==> config.mk <==
export PLATFORM = sky130hd
export DESIGN_NAME = out_of_step_trip_sequencer
export DESIGN_NICKNAME = d
export VERILOG_FILES = /design/src/design/oos_seq_pkg.sv /design/src/design/out_of_step_trip_sequencer.sv /design/src/design/pickup_timer.sv /design/src/design/zone_qualifier.sv
export SDC_FILE = /design/constraint.sdc
export NUM_CORES = 1
export LEC_CHECK = 0
export ABC_AREA = 1
export ABC_CLOCK_PERIOD_IN_PS = 2100
export BUFFER_PORTS_ARGS = -buffer_cell sky130_fd_sc_hd__buf_4
export CAP_MARGIN = 20
export CORE_ASPECT_RATIO = 1.4
export CORE_UTILIZATION = 55
export CTS_CLUSTER_DIAMETER = 80
export DETAILED_ROUTE_END_ITERATION = 7
export GPL_ROUTABILITY_DRIVEN = 0
export HOLD_SLACK_MARGIN = 0.02
export PLACE_DENSITY = 0.81
export SETUP_SLACK_MARGIN = 0.2
export SLEW_MARGIN = 20
export SYNTH_ARGS = -nofsm -noshare
export SYNTH_HDL_FRONTEND = slang
export SYNTH_SLANG_ARGS = --single-unit
==> constraint.sdc <==
create_clock -name mclk -period 2.1 [get_ports mclk]
set_clock_uncertainty 0.2 [all_clocks]
set_input_delay 0.525 -clock mclk [delete_from_list [all_inputs] [get_ports mclk]]
set_output_delay 0.525 -clock mclk [all_outputs]
set_load 0.1 [all_outputs]
==> src/design/oos_seq_pkg.sv <==
// constants, register map and state encoding of the out-of-step trip sequencer
// assumes one processing clock mclk at 20 MHz and a synchronous reset
package oos_seq_pkg;

	// bus widths
	localparam int ADDR_W = 8;
	localparam int DATA_W = 32;
	localparam int TIMER_W = 16;

	// clock and timer tick: every delay setting counts in ticks of one ms
	localparam int CLK_PERIOD_NS = 50;
	localparam int TICK_TIME_NS = 1000000;
	localparam int TICK_CYCLES_DEF = (TICK_TIME_NS + CLK_PERIOD_NS - 1) / CLK_PERIOD_NS;

	// register byte offsets
	localparam logic [ADDR_W-1:0] REG_CTRL = 8'h00;
	localparam logic [ADDR_W-1:0] REG_PICKUP1 = 8'h04;
	localparam logic [ADDR_W-1:0] REG_RESET1 = 8'h08;
	localparam logic [ADDR_W-1:0] REG_PICKUP2 = 8'h0C;
	localparam logic [ADDR_W-1:0] REG_PICKUP3 = 8'h10;
	localparam logic [ADDR_W-1:0] REG_PICKUP4 = 8'h14;
	localparam logic [ADDR_W-1:0] REG_SEALIN = 8'h18;
	localparam logic [ADDR_W-1:0] REG_SUPV = 8'h1C;
	localparam logic [ADDR_W-1:0] REG_STATUS = 8'h20;

	// control register fields
	localparam int CTRL_ENABLE_BIT = 0;
	localparam int CTRL_THREESTEP_BIT = 1;
	localparam int CTRL_LENS_BIT = 2;
	localparam int CTRL_DELAYED_BIT = 3;
	localparam int CTRL_W = 4;

	// reset values
	localparam logic [CTRL_W-1:0] CTRL_RST = 4'h0;
	localparam logic [TIMER_W-1:0] DELAY_RST = 16'h0001;
	localparam logic [TIMER_W-1:0] SUPV_RST = 16'h0000;

	// zone index inside three-bit zone vectors
	localparam int ZONE_OUTER = 0;
	localparam int ZONE_MIDDLE = 1;
	localparam int ZONE_INNER = 2;
	localparam int NUM_ZONES = 3;

	// out-of-step sequence states, one-hot
	typedef enum logic [4:0] {
		ST_IDLE  = 5'h01,
		ST_LATCH1 = 5'h02,
		ST_LATCH2 = 5'h04,
		ST_ARMED = 5'h08,
		ST_LATCH4 = 5'h10
	} seq_state_type;

endpackage : oos_seq_pkg

==> src/design/out_of_step_trip_sequencer.sv <==
// out-of-step trip sequencer: swing blocking latch, trip sequence, seal-in and register port
// assumes zone comparators, disturbance detector and block input run on mclk
//
// Chosen here: the address map and strobed register access.
`timescale 1ns/100ps
`default_nettype none
module out_of_step_trip_sequencer #(
	parameter int TICK_CYCLES = oos_seq_pkg::TICK_CYCLES_DEF, // clock cycles per timer tick
	parameter int TW          = oos_seq_pkg::TIMER_W          // width of delay settings
) (
	input  wire logic                            mclk,
	input  wire logic                            rst,
	input  wire logic [oos_seq_pkg::ADDR_W-1:0]  regAddr,
	input  wire logic [oos_seq_pkg::DATA_W-1:0]  regWdata,
	input  wire logic                            regWr,
	input  wire logic                            regRd,
	output logic [oos_seq_pkg::DATA_W-1:0]       regRdata,
	input  wire logic [oos_seq_pkg::TIMER_W-1:0] posSeqCurrent,
	input  wire logic [2:0]                      lensZone,
	input  wire logic [2:0]                      rectZone,
	input  wire logic [2:0]                      rightBlinder,
	input  wire logic [2:0]                      leftBlinder,
	input  wire logic                            disturbRaw,
	input  wire logic                            trip_block_input,
	output logic                                 outerZone,
	output logic                                 middleZone,
	output logic                                 innerZone,
	output logic                                 timer2_pickup_flag,
	output logic                                 timer3_pickup_flag,
	output logic                                 timer4_pickup_flag,
	output logic                                 swingBlockOut,
	output logic                                 swing_unblockable_out,
	output logic                                 disturbance_detect_out,
	output logic                                 incomingOut,
	output logic                                 outgoingOut,
	output logic                                 tripOut
);
	import oos_seq_pkg::*;

	////////////////////////////////////////////////////////////////////////////////
	// declarations

	logic [CTRL_W-1:0]  ctrl_r;              // enable, mode, shape, trip mode
	logic [TW-1:0]      pickup1_r;           // first pickup delay, ticks
	logic [TW-1:0]      reset1_r;            // blocking dropout delay, ticks
	logic [TW-1:0]      pickup2_r;           // middle-zone pickup delay
	logic [TW-1:0]      pickup3_r;           // inner-zone pickup delay
	logic [TW-1:0]      pickup4_r;           // delayed-mode pickup delay
	logic [TW-1:0]      trip_sealin_time;    // trip seal-in length, ticks
	logic [TIMER_W-1:0] current_supervision_level; // supervision pickup
	logic               enable;              // whole element on
	logic               threeStep;           // three-step versus two-step
	logic               lensShape;           // lens versus rectangular
	logic               tripDelayed;         // delayed versus early trip
	logic [2:0]         zone;                // qualified zone flags
	logic               outer;               // locus inside outer zone
	logic               middle;              // locus inside middle zone
	logic               inner;               // locus inside inner zone
	logic [31:0]        tickCnt_r;           // prescaler for the ms tick
	logic               tick;                // one-cycle timer tick
	seq_state_type      state_r;             // trip sequence state
	seq_state_type      state_nxt;           // its next value
	logic               tmr1Run;             // first timer condition
	logic               tmr2Run;             // second timer condition
	logic               tmr3Run;             // third timer condition
	logic               tmr4Run;             // fourth timer condition
	logic               rst1Run;             // reset timer condition
	logic               tmr1Done;            // first timer expired
	logic               tmr2Done;            // second timer expired
	logic               tmr3Done;            // third timer expired
	logic               tmr4Done;            // fourth timer expired
	logic               rst1Done;            // reset timer expired
	logic               seqClr;              // clear sequence, tick, latches and outputs, not settings
	logic               blockLatch_r;        // swing blocking latch
	logic               faultSeen_r;         // fault after blocking set
	logic               tripEvent;           // one-cycle trip initiation
	logic               incomingEvent;       // unstable swing entering inner
	logic               outgoingEvent;       // unstable swing leaving outer
	logic [TW-1:0]      sealCnt_r;           // seal-in ticks remaining
	logic               sealLive_r;          // seal-in interval running

	assign enable      = ctrl_r[CTRL_ENABLE_BIT];
	assign threeStep   = ctrl_r[CTRL_THREESTEP_BIT];
	assign lensShape   = ctrl_r[CTRL_LENS_BIT];
	assign tripDelayed = ctrl_r[CTRL_DELAYED_BIT];
	assign seqClr      = rst || !enable;

	////////////////////////////////////////////////////////////////////////////////
	// register port

	// settings writes; a write to status or a hole is dropped silently
	always_ff @(posedge mclk) begin
		if (rst) begin
			ctrl_r                    <= CTRL_RST;
			pickup1_r                 <= DELAY_RST;
			reset1_r                  <= DELAY_RST;
			pickup2_r                 <= DELAY_RST;
			pickup3_r                 <= DELAY_RST;
			pickup4_r                 <= DELAY_RST;
			trip_sealin_time          <= DELAY_RST;
			current_supervision_level <= SUPV_RST;
		end else if (regWr) begin
			case (regAddr)
				REG_CTRL:    ctrl_r <= regWdata[CTRL_W-1:0];
				REG_PICKUP1: pickup1_r <= regWdata[TW-1:0];
				REG_RESET1:  reset1_r <= regWdata[TW-1:0];
				REG_PICKUP2: pickup2_r <= regWdata[TW-1:0];
				REG_PICKUP3: pickup3_r <= regWdata[TW-1:0];
				REG_PICKUP4: pickup4_r <= regWdata[TW-1:0];
				REG_SEALIN:  trip_sealin_time <= regWdata[TW-1:0];
				REG_SUPV:    current_supervision_level <= regWdata[TIMER_W-1:0];
				default: begin
				end
			endcase
		end
	end

	// read data one cycle after the strobe, zero otherwise and for holes
	always_ff @(posedge mclk) begin
		if (rst || !regRd) begin
			regRdata <= '0;
		end else begin
			case (regAddr)
				REG_CTRL:    regRdata <= DATA_W'(ctrl_r);
				REG_PICKUP1: regRdata <= DATA_W'(pickup1_r);
				REG_RESET1:  regRdata <= DATA_W'(reset1_r);
				REG_PICKUP2: regRdata <= DATA_W'(pickup2_r);
				REG_PICKUP3: regRdata <= DATA_W'(pickup3_r);
				REG_PICKUP4: regRdata <= DATA_W'(pickup4_r);
				REG_SEALIN:  regRdata <= DATA_W'(trip_sealin_time);
				REG_SUPV:    regRdata <= DATA_W'(current_supervision_level);
				// live state: sequence state, zone flags, blocking latch, unblockable, disturbance and trip flags
				REG_STATUS:  regRdata <= DATA_W'({state_r, zone, blockLatch_r,
					swing_unblockable_out, disturbance_detect_out, tripOut});
				default:     regRdata <= '0;
			endcase
		end
	end

	////////////////////////////////////////////////////////////////////////////////
	// zones and tick

	zone_qualifier #(
		.NZ(NUM_ZONES)
	) u_zone (
		.mclk                      (mclk),
		.rst                       (rst),
		.enable                    (enable),
		.lensShape                 (lensShape),
		.posSeqCurrent             (posSeqCurrent),
		.current_supervision_level (current_supervision_level),
		.lensZone                  (lensZone),
		.rectZone                  (rectZone),
		.rightBlinder              (rightBlinder),
		.leftBlinder               (leftBlinder),
		.zone                      (zone)
	);

	assign outer  = zone[ZONE_OUTER];
	assign middle = zone[ZONE_MIDDLE];
	assign inner  = zone[ZONE_INNER];

	// shared ms tick; timers therefore resolve to one tick, not one cycle
	always_ff @(posedge mclk) begin
		if (seqClr || tickCnt_r == 32'(TICK_CYCLES - 1)) begin
			tickCnt_r <= '0;
		end else begin
			tickCnt_r <= tickCnt_r + 32'h00000001;
		end
	end
	assign tick = !seqClr && (tickCnt_r == 32'(TICK_CYCLES - 1));

	////////////////////////////////////////////////////////////////////////////////
	// timers

	// first stage: outer-middle band, or outer-inner band in two-step
	assign tmr1Run = !seqClr && outer &&
		!(threeStep ? middle : inner);
	// second stage only exists in three-step
	assign tmr2Run = !seqClr && threeStep && state_r == ST_LATCH1
		&& middle && !inner;
	// inner stage follows latch two, or latch one directly in two-step
	assign tmr3Run = !seqClr && inner && (state_r == ST_LATCH2 ||
		(!threeStep && state_r == ST_LATCH1));
	// delayed mode: time spent back outside inner but within outer
	assign tmr4Run = !seqClr && tripDelayed && state_r == ST_ARMED
		&& outer && !inner;
	// blocking dropout starts once the locus leaves outer
	assign rst1Run = !seqClr && blockLatch_r && !outer;

	pickup_timer #(.TW(TW)) u_tmr1 (
		.mclk(mclk), .rst(rst), .run(tmr1Run), .tick(tick), .preset(pickup1_r), .done(tmr1Done)
	);
	pickup_timer #(.TW(TW)) u_tmr2 (
		.mclk(mclk), .rst(rst), .run(tmr2Run), .tick(tick), .preset(pickup2_r), .done(tmr2Done)
	);
	pickup_timer #(.TW(TW)) u_tmr3 (
		.mclk(mclk), .rst(rst), .run(tmr3Run), .tick(tick), .preset(pickup3_r), .done(tmr3Done)
	);
	pickup_timer #(.TW(TW)) u_tmr4 (
		.mclk(mclk), .rst(rst), .run(tmr4Run), .tick(tick), .preset(pickup4_r), .done(tmr4Done)
	);
	pickup_timer #(.TW(TW)) u_rst1 (
		.mclk(mclk), .rst(rst), .run(rst1Run), .tick(tick), .preset(reset1_r), .done(rst1Done)
	);

	////////////////////////////////////////////////////////////////////////////////
	// trip sequence

	// state advance; leaving outer aborts any step before the trip
	always_comb begin
		state_nxt = state_r;
		case (state_r)
			ST_IDLE: begin
				if (tmr1Done) begin
					state_nxt = ST_LATCH1;
				end
			end
			ST_LATCH1: begin
				if (!outer) begin
					state_nxt = ST_IDLE;
				end else if (tmr2Done) begin
					state_nxt = ST_LATCH2;
				end else if (tmr3Done) begin
					state_nxt = ST_ARMED;
				end
			end
			ST_LATCH2: begin
				if (!outer) begin
					state_nxt = ST_IDLE;
				end else if (tmr3Done) begin
					state_nxt = ST_ARMED;
				end
			end
			ST_ARMED: begin
				if (!outer) begin
					state_nxt = ST_IDLE;
				end else if (tmr4Done) begin
					state_nxt = ST_LATCH4;
				end
			end
			ST_LATCH4: begin
				if (!outer) begin
					state_nxt = ST_IDLE;
				end
			end
			default: state_nxt = ST_IDLE;
		endcase
	end

	// sequence register, cleared while disabled
	always_ff @(posedge mclk) begin
		if (seqClr) begin
			state_r <= ST_IDLE;
		end else begin
			state_r <= state_nxt;
		end
	end

	// early trip at arming, delayed trip on the outer exit from latch four
	assign tripEvent = (!tripDelayed && tmr3Done) ||
		(tripDelayed && state_r == ST_LATCH4 && !outer);
	assign incomingEvent = tmr3Done;
	// an armed or latched-four swing leaving outer is an unstable outgoing one
	assign outgoingEvent = !seqClr && !outer &&
		(state_r == ST_ARMED || state_r == ST_LATCH4);

	////////////////////////////////////////////////////////////////////////////////
	// trip seal-in

	// the block input only cuts the output; the sequence above ignores it
	always_ff @(posedge mclk) begin
		if (seqClr || trip_block_input) begin
			sealCnt_r  <= '0;
			sealLive_r <= 1'b0;
		end else if (tripEvent) begin
			sealCnt_r  <= trip_sealin_time;
			sealLive_r <= 1'b1;
		end else if (tick && sealLive_r) begin
			sealCnt_r  <= sealCnt_r - 1'b1;
			sealLive_r <= sealCnt_r > TW'(1);
		end
	end

	// the delayed trip is a one-cycle event, so the seal-in is what holds it
	always_ff @(posedge mclk) begin
		if (seqClr) begin
			tripOut <= 1'b0;
		end else begin
			tripOut <= (tripEvent || sealLive_r) && !trip_block_input;
		end
	end

	////////////////////////////////////////////////////////////////////////////////
	// swing blocking

	// set by the first timer, dropped by the reset timer after outer exit or at once while disabled
	always_ff @(posedge mclk) begin
		if (seqClr) begin
			blockLatch_r <= 1'b0;
		end else if (tmr1Done) begin
			blockLatch_r <= 1'b1;
		end else if (rst1Done) begin
			blockLatch_r <= 1'b0;
		end
	end

	// remembers a disturbance seen after blocking was already established
	always_ff @(posedge mclk) begin
		if (seqClr || !blockLatch_r) begin
			faultSeen_r <= 1'b0;
		end else if (disturbRaw) begin
			faultSeen_r <= 1'b1;
		end
	end

	////////////////////////////////////////////////////////////////////////////////
	// registered outputs

	// every flag below is cleared at once while disabled
	always_ff @(posedge mclk) begin
		if (seqClr) begin
			outerZone              <= 1'b0;
			middleZone             <= 1'b0;
			innerZone              <= 1'b0;
			timer2_pickup_flag     <= 1'b0;
			timer3_pickup_flag     <= 1'b0;
			timer4_pickup_flag     <= 1'b0;
			swingBlockOut          <= 1'b0;
			swing_unblockable_out  <= 1'b0;
			disturbance_detect_out <= 1'b0;
			incomingOut            <= 1'b0;
			outgoingOut            <= 1'b0;
		end else begin
			outerZone              <= outer;
			middleZone             <= middle;
			innerZone              <= inner;
			timer2_pickup_flag     <= tmr2Run;
			timer3_pickup_flag     <= tmr3Run;
			timer4_pickup_flag     <= tmr4Run;
			swingBlockOut          <= blockLatch_r;
			// a fault in this very cycle also drops it
			swing_unblockable_out  <= blockLatch_r && !faultSeen_r && !disturbRaw;
			disturbance_detect_out <= disturbRaw;
			incomingOut            <= incomingEvent;
			outgoingOut            <= outgoingEvent;
		end
	end
endmodule : out_of_step_trip_sequencer
`default_nettype wire

==> src/design/pickup_timer.sv <==
// pickup timer: counts ticks while its condition holds, clears when it drops
// assumes tick is a one-cycle pulse on the same clock
`timescale 1ns/100ps
`default_nettype none
module pickup_timer #(
	parameter int TW = 16
) (
	input  wire logic          mclk,
	input  wire logic          rst,
	input  wire logic          run,
	input  wire logic          tick,
	input  wire logic [TW-1:0] preset,
	output logic               done
);
	logic [TW-1:0] cnt_r; // elapsed ticks, saturates at preset

	// count while running; dropping the condition restarts the interval
	always_ff @(posedge mclk) begin
		if (rst || !run) begin
			cnt_r <= '0;
		end else if (tick && cnt_r < preset) begin
			cnt_r <= cnt_r + 1'b1;
		end
	end

	// done only while still running, so a stale count never fires
	assign done = run && (cnt_r >= preset);
endmodule : pickup_timer
`default_nettype wire

==> src/design/zone_qualifier.sv <==
// forms zone membership from lens and rectangular comparators, blinders and supervision
// assumes all comparator flags are produced on mclk by the impedance logic
`timescale 1ns/100ps
`default_nettype none
module zone_qualifier
	import oos_seq_pkg::*;
#(
	parameter int NZ = 3
) (
	input  wire logic               mclk,
	input  wire logic               rst,
	input  wire logic               enable,
	input  wire logic               lensShape,
	input  wire logic [TIMER_W-1:0] posSeqCurrent,
	input  wire logic [TIMER_W-1:0] current_supervision_level,
	input  wire logic [NZ-1:0]      lensZone,
	input  wire logic [NZ-1:0]      rectZone,
	input  wire logic [NZ-1:0]      rightBlinder,
	input  wire logic [NZ-1:0]      leftBlinder,
	output logic [NZ-1:0]           zone
);
	logic supvOk; // one current level qualifies every zone

	assign supvOk = posSeqCurrent >= current_supervision_level;

	genvar z;
	generate
		for (z = 0; z < NZ; z++) begin : g_zone
			logic raw; // unregistered membership of this zone
			// lens uses blinders and drops the rect reaches entirely
			assign raw = lensShape ?
				(lensZone[z] && rightBlinder[z] && leftBlinder[z]) :
				rectZone[z];
			// one sample per clock, cleared while disabled
			always_ff @(posedge mclk) begin
				if (rst || !enable) begin
					zone[z] <= 1'b0;
				end else begin
					zone[z] <= raw && supvOk;
				end
			end
		end
	endgenerate
endmodule : zone_qualifier
`default_nettype wire

==> results of run 1 <==
cells by family after synthesis:
group / share of synthesized area, %
AOI/OAI and AO/OA: 17.7
xor gates and xnor gates: 2.57
adders and majority gates: 8.50
buffers and inverters: 10.3
DFF: 37.0
other: 0.0245
and+or+nand+nor: 23.9
metrics by stage:
stage / setup slack (ns) / hold WS [ns]
4_1_cts: -0.231 / 0.0418
3_5_place_dp: -0.373 / 0.218
3_3_place_gp: -0.338 / 0.206
2_1_floorplan: 0.0371 / 0.199
metal layers:
layer  overflow  GRT usage (%)
met5          1           24.5
met4         63           78.5
met3         13           58.2
met2         95           90.8
met1          1           69.0
timing repair:
item | in CTS
hold endpoints to repair | 5
cloned | 6
gates resized for setup | 347
pin swaps | 143
buffers inserted | 51
hold buffers | 4
endpoints found under the setup margin | 152
==> impl_metrics.csv, run 1 <==
group,metric,value,unit
synthesis,post_synth_num_cell_types,49,
synthesis,netlist_instances,2156,
place,placement.cell_area,18800,um2
synthesis,yosys.area.top_type_share,37.0,%
floorplanning,io_pins,118,
place,port_buffers,85,
clock_tree,numCtsBuffers,28,
status,stop_error,"[ERROR GRT-0232] Routing congestion too high. Check the congestion heatmap in the GUI.",
clock_tree,clock-sinks,283,
clock_tree,clk_path_buf_depth,3,
synthesis,post_synth_most_frequent_cells,"sky130_fd_sc_hd__nand2_1 (356), sky130_fd_sc_hd__inv_1 (315), sky130_fd_sc_hd__dfxtp_1 (283), sky130_fd_sc_hd__a21oi_1 (236), sky130_fd_sc_hd__nor2_1 (225)",
synthesis,synth_area_leaders,"sky130_fd_sc_hd__dfxtp_1 (37%), sky130_fd_sc_hd__nand2_1 (8.7%), sky130_fd_sc_hd__ha_1 (8.5%)",
floorplanning,fp.dieW,143,um
synthesis,synthesis.area_per_instance,7.10,um2
synthesis,ys.flop_type,"sky130_fd_sc_hd__dfxtp_1",
place,hpwlAfterDp,37700,um
synthesis,dominant_cell_by_count_in_the_synthesized_netlist,"sky130_fd_sc_hd__nand2_1",
synthesis,synth-edff-count,0,
clock_tree,ctsRootBufferMaster,"sky130_fd_sc_hd__clkbuf_16",
floorplanning,die_height,199,um
global_route,grt_start_max_net_pins,66,
global_route,grt-ovfl-total,173,
clock_tree,htree_levels,1,
status,failing_step,"global routing (5_1_grt)",
floorplanning,placementRows,71,
synthesis,most_area_hungry_cell_type_in_the_yosys_netlist,"sky130_fd_sc_hd__dfxtp_1",
floorplanning,floorplan.initialDensity,56.5,%
place,placed_cells_incl_taps,2856,
synthesis,ys_ff_latch,283,
status,status,"aborted with a tool error",
synthesis,synth_sequential_area_ratio,37.0,%
synthesis,synth.yosys.warnings,0,
timing,worst-endpoint-pin-kind,"sequential cell input",
global_route,global_route.usage.total,72.9,%
timing,grt-worst-endpoint,"u_tmr3.cnt_r[12]$_SDFFE_PP0P_/D",
synthesis,ys_async_sr_fraction,0,%
synthesis,synth.cell_area,15300,um2
==> inputs of run 2 (changes only) <==
ABC_CLOCK_PERIOD_IN_PS = 2700   (was 2100)
CORE_ASPECT_RATIO = not set   (was 1.4)
CORE_UTILIZATION = 40   (was 55)
CTS_CLUSTER_DIAMETER = not set   (was 80)
HOLD_SLACK_MARGIN = not set   (was 0.02)
PLACE_DENSITY = not set   (was 0.81)
PLACE_DENSITY_LB_ADDON = 0.15   (was not set)
SETUP_SLACK_MARGIN = not set   (was 0.2)
clock period = 2.7 ns   (was 2.1 ns; I/O delays follow)
==> run 2 against run 1 <==
  * The flow now finishes without violations
  * Synthesized cell count unchanged
  * Area after synthesis unchanged
==> impl_metrics.csv, run 2 <==
group,metric,value,unit
status,status,"complete, no violations",
clock_tree,numCtsBuffers,35,
timing,final_total_negative_setup_slack,0,ns
layout,final_nets,2478,
clock_tree,htree_levels,2,
worst_setup_path,critPathKind,"flop to flop",
global_route,vias_in_the_first_global_route,13500,
worst_setup_path,register_to_register_path_setup_slack,0.23,ns
timing,fmax,0.406,GHz
layout,drive_above_1_share,11.5,%
synthesis,synth_sequential_area_ratio,37.0,%
clock_tree,clock-sinks,283,
timing,timing_hold_violations_final,0,
layout,registers.top_by_ff_count,"tickCnt_r",
timing,post-route-period-util,91.3,%
drt,wirelength,47800,um
drt,num_vias,14700,
worst_hold_path,hold_path_depth,2,
floorplanning,coreArea,37700,um2
floorplanning,floorplan.initialDensity,40.6,%
drt,drtAntennaViolNets,0,
worst_hold_path,hold_path_class,"primary input to flop",
worst_hold_path,timing.hold.worst_endpoint,"swing_unblockable_out$_SDFF_PP0_",
layout,most_frequent_cells_in_the_layout,"sky130_fd_sc_hd__nand2_1 (356), sky130_fd_sc_hd__inv_1 (314), sky130_fd_sc_hd__dfxtp_1 (283), sky130_fd_sc_hd__a21oi_1 (236), sky130_fd_sc_hd__nor2_1 (224)",
synthesis,synth.cell_area,15300,um2
global_route,number_of_antenna_violations_at_the_first_check_in_global_routing,0,
layout,finalNonFillerCells,2837,
synthesis,dominant_cell_by_count_in_the_synthesized_netlist,"sky130_fd_sc_hd__nand2_1",
synthesis,synth_area_leaders,"sky130_fd_sc_hd__dfxtp_1 (37%), sky130_fd_sc_hd__nand2_1 (8.7%), sky130_fd_sc_hd__ha_1 (8.5%)",
floorplanning,die_height,198,um
layout,n_antenna_cell,0,
worst_setup_path,cp-startpoint,"pickup2_r[11]$_SDFFE_PP0P_",
clock_tree,clk_path_buf_depth,3,
place,placed_cells_incl_taps,2774,
timing,final_period_minus_worst_setup_slack,2.47,ns
floorplanning,io_pins,118,
worst_setup_path,worst-r2r-cell-count,14,
synthesis,netlist_instances,2156,
layout,postLayoutCoreUtil,48.4,%
synthesis,synth-edff-count,0,
timing,final.setup.worst_slack,0.234,ns
timing,report.final.slew_viol_count,0,
power_and_ir_drop,cellLeakagePower,7.16,nW
clock_tree,holdBufCountCts,0,
place,hpwlAfterDp,36600,um
global_route,grt_start_max_net_pins,70,
power_and_ir_drop,vdd_ir_drop_max,0.000356,V
synthesis,ys.flop_type,"sky130_fd_sc_hd__dfxtp_1",
worst_hold_path,hp-start,"disturbRaw",
synthesis,ys_ff_latch,283,
drt,detail_route.drc_violations,0,
layout,area_growth_syn_to_layout,19.0,%
synthesis,synthesis.area_per_instance,7.10,um2
synthesis,post_synth_most_frequent_cells,"sky130_fd_sc_hd__nand2_1 (356), sky130_fd_sc_hd__inv_1 (315), sky130_fd_sc_hd__dfxtp_1 (283), sky130_fd_sc_hd__a21oi_1 (236), sky130_fd_sc_hd__nor2_1 (225)",
worst_setup_path,cp.required,2.92,ns
layout,final.fill_count,3894,
clock_tree,post-cts-setup-buffers,0,
drt,via_density_per_instance,5.19,
synthesis,most_area_hungry_cell_type_in_the_yosys_netlist,"sky130_fd_sc_hd__dfxtp_1",
synthesis,yosys.area.top_type_share,37.0,%
layout,layout.cells.most_common,"sky130_fd_sc_hd__nand2_1",
global_route,grt-ovfl-total,0,
worst_setup_path,cp-start-kind,"flop",
floorplanning,area_enclosed_by_the_die_boundary,39100,um2
worst_setup_path,element_type_at_the_critical_path_end,"flop",
global_route,global_route.usage.total,24.7,%
drt,detail_route.iter0.violations,1041,
timing,setup_viol_count_final,0,
clock_tree,clock_tree_from_tritoncts,"yes",
place,port_buffers,85,
job,max-cap-violations,0,
worst_setup_path,critical_path_arrival,2.69,ns
drt,detail_route.first_pass.iterations,5,
layout,multi_input_area,8140,um2
worst_setup_path,crit-reg2reg-capture,"u_tmr2.cnt_r[15]$_SDFFE_PP0P_",
drt,wl_per_cell,16.9,um
timing,grt_setup_unrepaired,"yes",
layout,final-seq-area,5670,um2
floorplanning,fp.dieW,198,um
worst_setup_path,crit-reg2reg-launch,"pickup2_r[11]$_SDFFE_PP0P_",
timing,rel_slew_slack,51.4,%
layout,largest_register_ff_count,32,
synthesis,post_synth_num_cell_types,49,
power_and_ir_drop,power.density,522,nW/um2
floorplanning,placementRows,71,
synthesis,synth.yosys.warnings,0,
synthesis,ys_async_sr_fraction,0,%
timing,actual_slew_at_the_worst_max_slew_pin,0.728,ns
clock_tree,ctsRootBufferMaster,"sky130_fd_sc_hd__clkbuf_16",
worst_setup_path,critical_path_peak_fanout,5,
place,place_worst_setup_slack,0.0332,ns
clock_tree,path_clk_slew,0.06,ns
global_route,grt_first_pass_wirelength,74500,um
clock_tree,insertion_delay,0.55,ns
[run 2: cell counts after synthesis]
No cell type changed its count.
[run 2: kinds of logic (layout without fill, tap and decap cells)]
logic type	count (synthesis)	in the layout	share of synthesized area, %
DFF	283	283	37.0
AOI/OAI and AO/OA	502	502	17.7
buffers and inverters	398	553	10.3
other	1	16	0.0245
adders and majority gates	104	104	8.50
xor gates and xnor gates	45	45	2.57
and+or+nand+nor	823	823	23.9
[run 2: repair_timing]
item                                    4_1_cts  5_1_grt
gates resized for setup                       0        5
hold endpoints to repair                      0        0
endpoints found under the setup margin        0       14
[run 2: how the worst max path moves through the flow]
| stage | slack, ns | to |
|---|---|---|
| 3_3_place_gp | 0.03 | regRdata[10]$_SDFF_PP0_ |
| 2_1_floorplan | 0.37 | trip_sealin_time[11]$_SDFFE_PP0P_ |
| 6_report | 0.23 | u_tmr2.cnt_r[15]$_SDFFE_PP0P_ |
| 3_5_place_dp | 0.03 | regRdata[10]$_SDFF_PP0_ |
| 4_1_cts | 0.13 | u_tmr3.cnt_r[12]$_SDFFE_PP0P_ |
| 5_1_grt | -0.01 | u_tmr2.cnt_r[15]$_SDFFE_PP0P_ |
[run 2: worst max-delay path, stage by stage, from the launching register on]
cell and delay, ns:
sky130_fd_sc_hd__dfxtp_1 0.31, sky130_fd_sc_hd__inv_1 0.09, sky130_fd_sc_hd__ha_1 0.32, sky130_fd_sc_hd__a21o_1 0.18, sky130_fd_sc_hd__o21ai_0 0.21, sky130_fd_sc_hd__nand2_1 0.08, sky130_fd_sc_hd__nor2_1 0.09, sky130_fd_sc_hd__buf_4 0.16
sky130_fd_sc_hd__nand2_4 0.07, sky130_fd_sc_hd__inv_2 0.09, sky130_fd_sc_hd__nand3_2 0.12, sky130_fd_sc_hd__nor2_1 0.19, sky130_fd_sc_hd__nand4_1 0.12, sky130_fd_sc_hd__nor2_1 0.10, sky130_fd_sc_hd__nor2_1 0.04
[run 2: stage by stage]
stage	area, um2	hold slack (ns)	total power, mW
finish	18200	0.147	9.52
global route	18200	0.155	9.80
CTS	18200	0.118	9.62
detailed placement	17000	0.212	4.63
global placement	17000	0.209	4.62
floorplan	15400	0.199	4.49
[run 2: layer usage]
metal	part of all wire (%)	vias to the layer above	GRT usage, %
li1	-	7444	-
met1	46	6785	33.7
met2	45	391	39.4
met3	5.5	91	3.09
met4	3.6	0	9.73
met5	0	-	0
[run 2: power breakdown]
group / internal [mW] / total (mW) / switching (mW) / leakage (nW)
logic: 0.0998 / 0.360 / 0.260 / 4.28
registers: 4.18 / 4.18 / 0.00228 / 2.28
clock network: 3.07 / 4.98 / 1.91 / 0.605
[run 2: cell type report]
type,count,area share [%]
multi-input combinational,1490,44.6
sequential,283,31.1
timing repair buffer,167,7.38
inverter,323,6.65
clock buffer,53,5.95
tap,511,3.51
clock inverter,10,0.783
(Power assumes the default switching activity.)
==> inputs of run 3 (changes only) <==
REMOVE_ABC_BUFFERS = 1   (was not set)
==> run 3 against run 2 <==
  * Critical path depth grew 1
  * Flip-flop and latch count stayed put
  * Clock-buffer cell count is 5 lower
  * Critical endpoint unchanged
  * Largest cell class unchanged
==> impl_metrics.csv, run 3 (same netlist as run 2, synthesis figures left out) <==
group,metric,value,unit
status,status,"complete, no violations",
global_route,global_route.usage.met2,39.0,%
clock_tree,holdBufCountCts,0,
floorplanning,area_enclosed_by_the_die_boundary,39100,um2
clock_tree,insertion_delay,0.55,ns
worst_setup_path,slowest_delay,0.43,ns
clock_tree,clk_path_buf_depth,3,
power_and_ir_drop,power.density,510,nW/um2
layout,postLayoutCoreUtil,48.1,%
worst_setup_path,element_type_at_the_critical_path_end,"flop",
place,placed_cells_incl_taps,2775,
global_route,most_used_layer_global_route,"met2",
timing,fin_hold_ws,0.126,ns
global_route,met1_track_demand_over_resource_in_global_routing,33.9,%
timing,final_total_negative_setup_slack,0,ns
worst_setup_path,critical_path_arrival,2.72,ns
layout,largest_register_ff_count,32,
worst_setup_path,library_cell_appearing_most_often_on_the_critical_path,"sky130_fd_sc_hd__nor2_1",
timing,fmax,0.401,GHz
timing,grt_setup_unrepaired,"yes",
timing,actual_slew_at_the_worst_max_slew_pin,0.748,ns
worst_setup_path,critical_path_peak_fanout,5,
clock_tree,path_clk_slew,0.06,ns
worst_setup_path,cp_slowest_cell,"sky130_fd_sc_hd__dfxtp_1",
power_and_ir_drop,vdd_ir_drop_max,0.000367,V
place,port_buffers,85,
clock_tree,numCtsBuffers,34,
worst_hold_path,hold_path_class,"primary input to flop",
worst_setup_path,critPathKind,"flop to flop",
drt,via_density_per_instance,5.20,
timing,rel_slew_slack,50.1,%
place,hpwlAfterDp,37200,um
layout,layout.cells.most_common,"sky130_fd_sc_hd__nand2_1",
layout,registers.top_by_ff_count,"tickCnt_r",
floorplanning,io_pins,118,
worst_setup_path,cp-start-kind,"flop",
layout,most_frequent_cells_in_the_layout,"sky130_fd_sc_hd__nand2_1 (356), sky130_fd_sc_hd__inv_1 (314), sky130_fd_sc_hd__dfxtp_1 (283), sky130_fd_sc_hd__a21oi_1 (236), sky130_fd_sc_hd__nor2_1 (224)",
place,placement.cell_area,17000,um2
layout,finish.instance_area,18100,um2
drt,detail_route.drc_violations,0,
floorplanning,coreArea,37700,um2
worst_setup_path,cp.required,2.92,ns
clock_tree,post-cts-setup-buffers,0,
timing,setup_viol_count_final,0,
layout,final.fill_count,3846,
floorplanning,placementRows,71,
drt,drtAntennaViolNets,0,
worst_setup_path,path_cells,"inv_1, ha_1, nand2_1, a21oi_1, o21ai_0, nand2_1, nor2_1, buf_4, nand2_4, inv_2, nand3_2, nor2_1, nand4_1, nor2_1, nor2_1",
job,max-cap-violations,0,
drt,detail_route.iter0.violations,1133,
global_route,grt_start_max_net_pins,84,
worst_setup_path,critical_path_buf_inv_count,3,
timing,final_period_minus_worst_setup_slack,2.49,ns
global_route,grt-ovfl-total,0,
drt,detail_route.first_pass.iterations,5,
floorplanning,fp.dieW,198,um
clock_tree,post_cts_resized,0,
clock_tree,clock_tree_from_tritoncts,"yes",
layout,area_growth_syn_to_layout,18.2,%
clock_tree,htree_levels,2,
drt,wl_per_cell,17.1,um
timing,timing_hold_violations_final,0,
global_route,global_route.usage.total,24.8,%
layout,drive_above_1_share,11.4,%
global_route,grt_first_pass_wirelength,74200,um
layout,finalNonFillerCells,2834,
drt,num_vias,14700,
timing,post-route-period-util,92.3,%
floorplanning,floorplan.initialDensity,40.6,%
global_route,number_of_antenna_violations_at_the_first_check_in_global_routing,1,
worst_setup_path,cp_top_family,"simple AND/OR/NAND/NOR gates",
global_route,gr-usage-met3,4.47,%
global_route,vias_in_the_first_global_route,13500,
timing,report.final.slew_viol_count,0,
layout,final_nets,2478,
power_and_ir_drop,cellLeakagePower,7.09,nW
clock_tree,clock-sinks,283,
floorplanning,die_height,198,um
drt,wirelength,48400,um
clock_tree,ctsRootBufferMaster,"sky130_fd_sc_hd__clkbuf_16",
[run 3: changes by cell type in the layout (fill, tap and decap cells not counted), moves of 2 or more]
cell                       change
sky130_fd_sc_hd__buf_12        -2
sky130_fd_sc_hd__clkbuf_1      -2
sky130_fd_sc_hd__clkinv_2      +3
sky130_fd_sc_hd__clkbuf_8      -2
sky130_fd_sc_hd__buf_4         +4
[run 3: final cells by class]
class,count,area (um2),share of cell area (%)
Clock inverter,10,104,0.574
Antenna cell,1,2.50,0.0138
Multi-Input combinational cell,1490,8130,44.9
Inverter,323,1210,6.70
Sequential cell,283,5670,31.3
Timing Repair Buffer,168,1320,7.31
Tap cell,511,639,3.53
Clock buffer,48,1020,5.66
[run 3: through the flow]
step | power [mW] | setup WS, ns
floorplan | 4.46 | -1.06
global placement | 4.64 | -0.0930
detailed placement | 4.64 | -0.0572
CTS | 9.32 | 0.214
global route | 9.53 | -0.0117
finish | 9.23 | 0.208
[run 3: routing by layer]
| layer | up-vias | wire (um) |
|---|---|---|
| met1 | 6721 | 22000 |
| met2 | 472 | 21300 |
| met3 | 98 | 3500 |
| li1 | 7436 | - |
| met5 | - | 0 |
| met4 | 0 | 1510 |
[run 3: worst register-to-register path, stage by stage (launching register included)]
cell                      delay, ns
sky130_fd_sc_hd__dfxtp_1       0.43
sky130_fd_sc_hd__inv_1         0.10
sky130_fd_sc_hd__ha_1          0.30
sky130_fd_sc_hd__nand2_1       0.10
sky130_fd_sc_hd__a21oi_1       0.04
sky130_fd_sc_hd__o21ai_0       0.19
sky130_fd_sc_hd__nand2_1       0.08
sky130_fd_sc_hd__nor2_1        0.08
sky130_fd_sc_hd__buf_4         0.15
sky130_fd_sc_hd__nand2_4       0.07
sky130_fd_sc_hd__inv_2         0.09
sky130_fd_sc_hd__nand3_2       0.10
sky130_fd_sc_hd__nor2_1        0.19
sky130_fd_sc_hd__nand4_1       0.12
sky130_fd_sc_hd__nor2_1        0.10
sky130_fd_sc_hd__nor2_1        0.04
[run 3: power by group]
part | total [mW] | internal (mW) | switching [mW]
Clock | 4.67 | 2.82 | 1.85
Combinational | 0.373 | 0.101 | 0.272
Sequential | 4.18 | 4.18 | 0.00245
Total | 9.23 | 7.11 | 2.12
[run 3: worst paths after layout]
| kind | depth (start not counted) | slack (ns) | endpoint | from |
|---|---|---|---|---|
| worst max-delay path | 15 | 0.21 | u_tmr2.cnt_r[15]$_SDFFE_PP0P_ | pickup2_r[10]$_SDFFE_PP0P_ |
| worst min-delay path | 2 | 0.13 | swing_unblockable_out$_SDFF_PP0_ | disturbRaw |
| worst max register to register | 15 | 0.21 | u_tmr2.cnt_r[15]$_SDFFE_PP0P_ | pickup2_r[10]$_SDFFE_PP0P_ |
| worst min register to register | 1 | 0.22 | swing_unblockable_out$_SDFF_PP0_ | faultSeen_r$_SDFFE_PP0P_ |
==> inputs of run 4 (changes only) <==
CELL_PAD_IN_SITES_DETAIL_PLACEMENT = 0   (was not set)
CELL_PAD_IN_SITES_GLOBAL_PLACEMENT = 1   (was not set)
CORE_UTILIZATION = 44   (was 40)
SETUP_SLACK_MARGIN = 0.1   (was not set)
==> run 4 against run 3 <==
  * Routed wire length is 1.2% higher
  * Highest routed layer unchanged
  * Critical path type unchanged
  * Cell count fell by 1.9%
  * Register-to-register slack hardly changed
  * Global-route usage increased by 2.0 points
==> impl_metrics.csv, run 4 (same netlist as run 2, synthesis figures left out) <==
group,metric,value,unit
worst_setup_path,critPathKind,"flop to flop",
worst_setup_path,critical_path_peak_fanout,7,
layout,finish.instance_area,18300,um2
floorplanning,die_height,189,um
drt,detail_route.drc_violations,0,
global_route,grt_start_max_net_pins,63,
place,placement.cell_area,16900,um2
worst_setup_path,slowest_delay,0.35,ns
worst_setup_path,path_cells,"ha_4, nand2_4, nor2_4, nand3_2, nor2_2, nand2_2, nor2_4, clkbuf_16, nand3_4, nor3_4, nand2_2, o21ai_1, nor2_1",
worst_setup_path,element_type_at_the_critical_path_end,"flop",
power_and_ir_drop,register_share_of_total_power,44.4,%
layout,final_nets,2486,
power_and_ir_drop,logic_pwr_share,4.0,%
worst_setup_path,cp.required,2.91,ns
layout,most_frequent_cells_in_the_layout,"sky130_fd_sc_hd__nand2_1 (349), sky130_fd_sc_hd__inv_1 (314), sky130_fd_sc_hd__dfxtp_1 (280), sky130_fd_sc_hd__a21oi_1 (235), sky130_fd_sc_hd__nor2_1 (218)",
status,status,"complete, no violations",
power_and_ir_drop,vdd_ir_drop_max,0.000474,V
timing,report.final.slew_viol_count,0,
layout,largest_register_ff_count,32,
worst_setup_path,worstSetupEndpoint,"u_tmr4.cnt_r[8]$_SDFFE_PP0P_",
drt,detail_route.first_pass.iterations,7,
power_and_ir_drop,internal_power,7.27,mW
worst_setup_path,worst-r2r-cell-count,13,
clock_tree,holdBufCountCts,0,
global_route,number_of_antenna_violations_at_the_first_check_in_global_routing,2,
clock_tree,numCtsBuffers,34,
power_and_ir_drop,switching_power,2.14,mW
place,place_worst_setup_slack,-0.0389,ns
floorplanning,placementRows,67,
place,placed_cells_incl_taps,2709,
worst_setup_path,cp-startpoint,"tickCnt_r[1]$_SDFF_PP0_",
layout,drive_above_1_share,12.7,%
clock_tree,insertion_delay,0.52,ns
clock_tree,clk_path_buf_depth,3,
floorplanning,coreArea,33900,um2
layout,registers.top_by_ff_count,"tickCnt_r",
layout,finalNonFillerCells,2780,
worst_hold_path,hold_path_class,"primary input to flop",
worst_setup_path,crit-reg2reg-launch,"tickCnt_r[1]$_SDFF_PP0_",
drt,detail_route.iter0.violations,1336,
layout,n_antenna_cell,0,
floorplanning,area_enclosed_by_the_die_boundary,35500,um2
global_route,grt-ovfl-total,0,
drt,drtAntennaViolNets,0,
power_and_ir_drop,cellLeakagePower,7.23,nW
clock_tree,htree_levels,2,
worst_setup_path,critical_path_arrival,2.72,ns
layout,layout.cells.most_common,"sky130_fd_sc_hd__nand2_1",
power_and_ir_drop,clock_power_share,51.6,%
drt,wirelength,49000,um
clock_tree,path_clk_slew,0.06,ns
floorplanning,io_pins,118,
layout,area_growth_syn_to_layout,19.4,%
floorplanning,floorplan.initialDensity,45.2,%
worst_setup_path,crit-reg2reg-capture,"u_tmr4.cnt_r[8]$_SDFFE_PP0P_",
worst_setup_path,cp-start-kind,"flop",
timing,rel_slew_slack,46.9,%
timing,grt_setup_unrepaired,"yes",
worst_setup_path,cp_slowest_cell,"sky130_fd_sc_hd__dfxtp_2",
global_route,vias_in_the_first_global_route,13400,
timing,fmax,0.399,GHz
timing,final_period_minus_worst_setup_slack,2.51,ns
clock_tree,ctsRootBufferMaster,"sky130_fd_sc_hd__clkbuf_16",
worst_setup_path,critical_path_buf_inv_count,1,
timing,actual_slew_at_the_worst_max_slew_pin,0.796,ns
clock_tree,clock-sinks,283,
drt,via_density_per_instance,5.30,
global_route,global_route.usage.total,26.9,%
power_and_ir_drop,power.density,515,nW/um2
drt,num_vias,14700,
timing,setup_viol_count_final,0,
worst_setup_path,register_to_register_path_setup_slack,0.19,ns
power_and_ir_drop,power.share.switching,22.8,%
place,port_buffers,85,
job,max-cap-violations,0,
timing,post-route-period-util,92.9,%
global_route,grt_first_pass_wirelength,74500,um
clock_tree,clock_tree_from_tritoncts,"yes",
timing,timing_hold_violations_final,0,
place,hpwlAfterDp,37100,um
drt,wl_per_cell,17.6,um
worst_setup_path,cp_top_family,"simple AND/OR/NAND/NOR gates",
floorplanning,fp.dieW,189,um
worst_setup_path,critical_path_depth,13,
timing,final.setup.worst_slack,0.193,ns
run 4: area by class of cell:
type	count	area, um2
fillers	3323	15600
multi-input cells	1490	8270
flip-flops and latches	283	5670
repair buffers	176	1390
inverters	323	1210
clock buffers	47	1000
well taps	448	561
clock inverters	13	176
run 4: repair_timing:
action                                  4_1_cts  5_1_grt
pin swaps                                     1       18
endpoints found under the hold margin         0        0
endpoints found under the setup margin       12       66
cloned                                        0        1
gates resized for setup                       3       38
buffers inserted                              0       10
run 4: power groups by stage:
stage               Sequential (mW)  Clock [mW]  Combinational (mW)
floorplan                      4.27           0               0.190
global placement               4.27           0               0.361
detailed placement             4.27           0               0.365
CTS                            4.18        4.94               0.366
global route                   4.18        5.10               0.392
finish                         4.18        4.86               0.372
run 4: routing by layer:
metal	track usage, %	share of wire [%]
met4	7.48	2.8
met3	4.56	8.2
met1	37.6	45
met5	0	0
met2	42.4	44
run 4: worst min-delay path by stage:
stage	from	endpoint	slack, ns	depth (start not counted)
after floorplan	faultSeen_r$_SDFFE_PP0P_	swing_unblockable_out$_SDFF_PP0_	0.20	1
after global placement	faultSeen_r$_SDFFE_PP0P_	swing_unblockable_out$_SDFF_PP0_	0.21	1
after detailed placement	faultSeen_r$_SDFFE_PP0P_	swing_unblockable_out$_SDFF_PP0_	0.21	1
after CTS	disturbRaw	swing_unblockable_out$_SDFF_PP0_	0.12	2
after global routing	disturbRaw	swing_unblockable_out$_SDFF_PP0_	0.14	2
final	disturbRaw	swing_unblockable_out$_SDFF_PP0_	0.14	2
run 4: stage by stage:
step	power (mW)	utilization [%]	TNS (ns)	hold WS, ns
2_1_floorplan	4.46	-	-70.82	0.199
3_3_place_gp	4.64	49.8	0	0.212
3_5_place_dp	4.64	49.8	-0.329	0.215
4_1_cts	9.49	53.3	0	0.123
5_1_grt	9.67	54.0	0	0.144
6_report	9.41	54.0	0	0.137
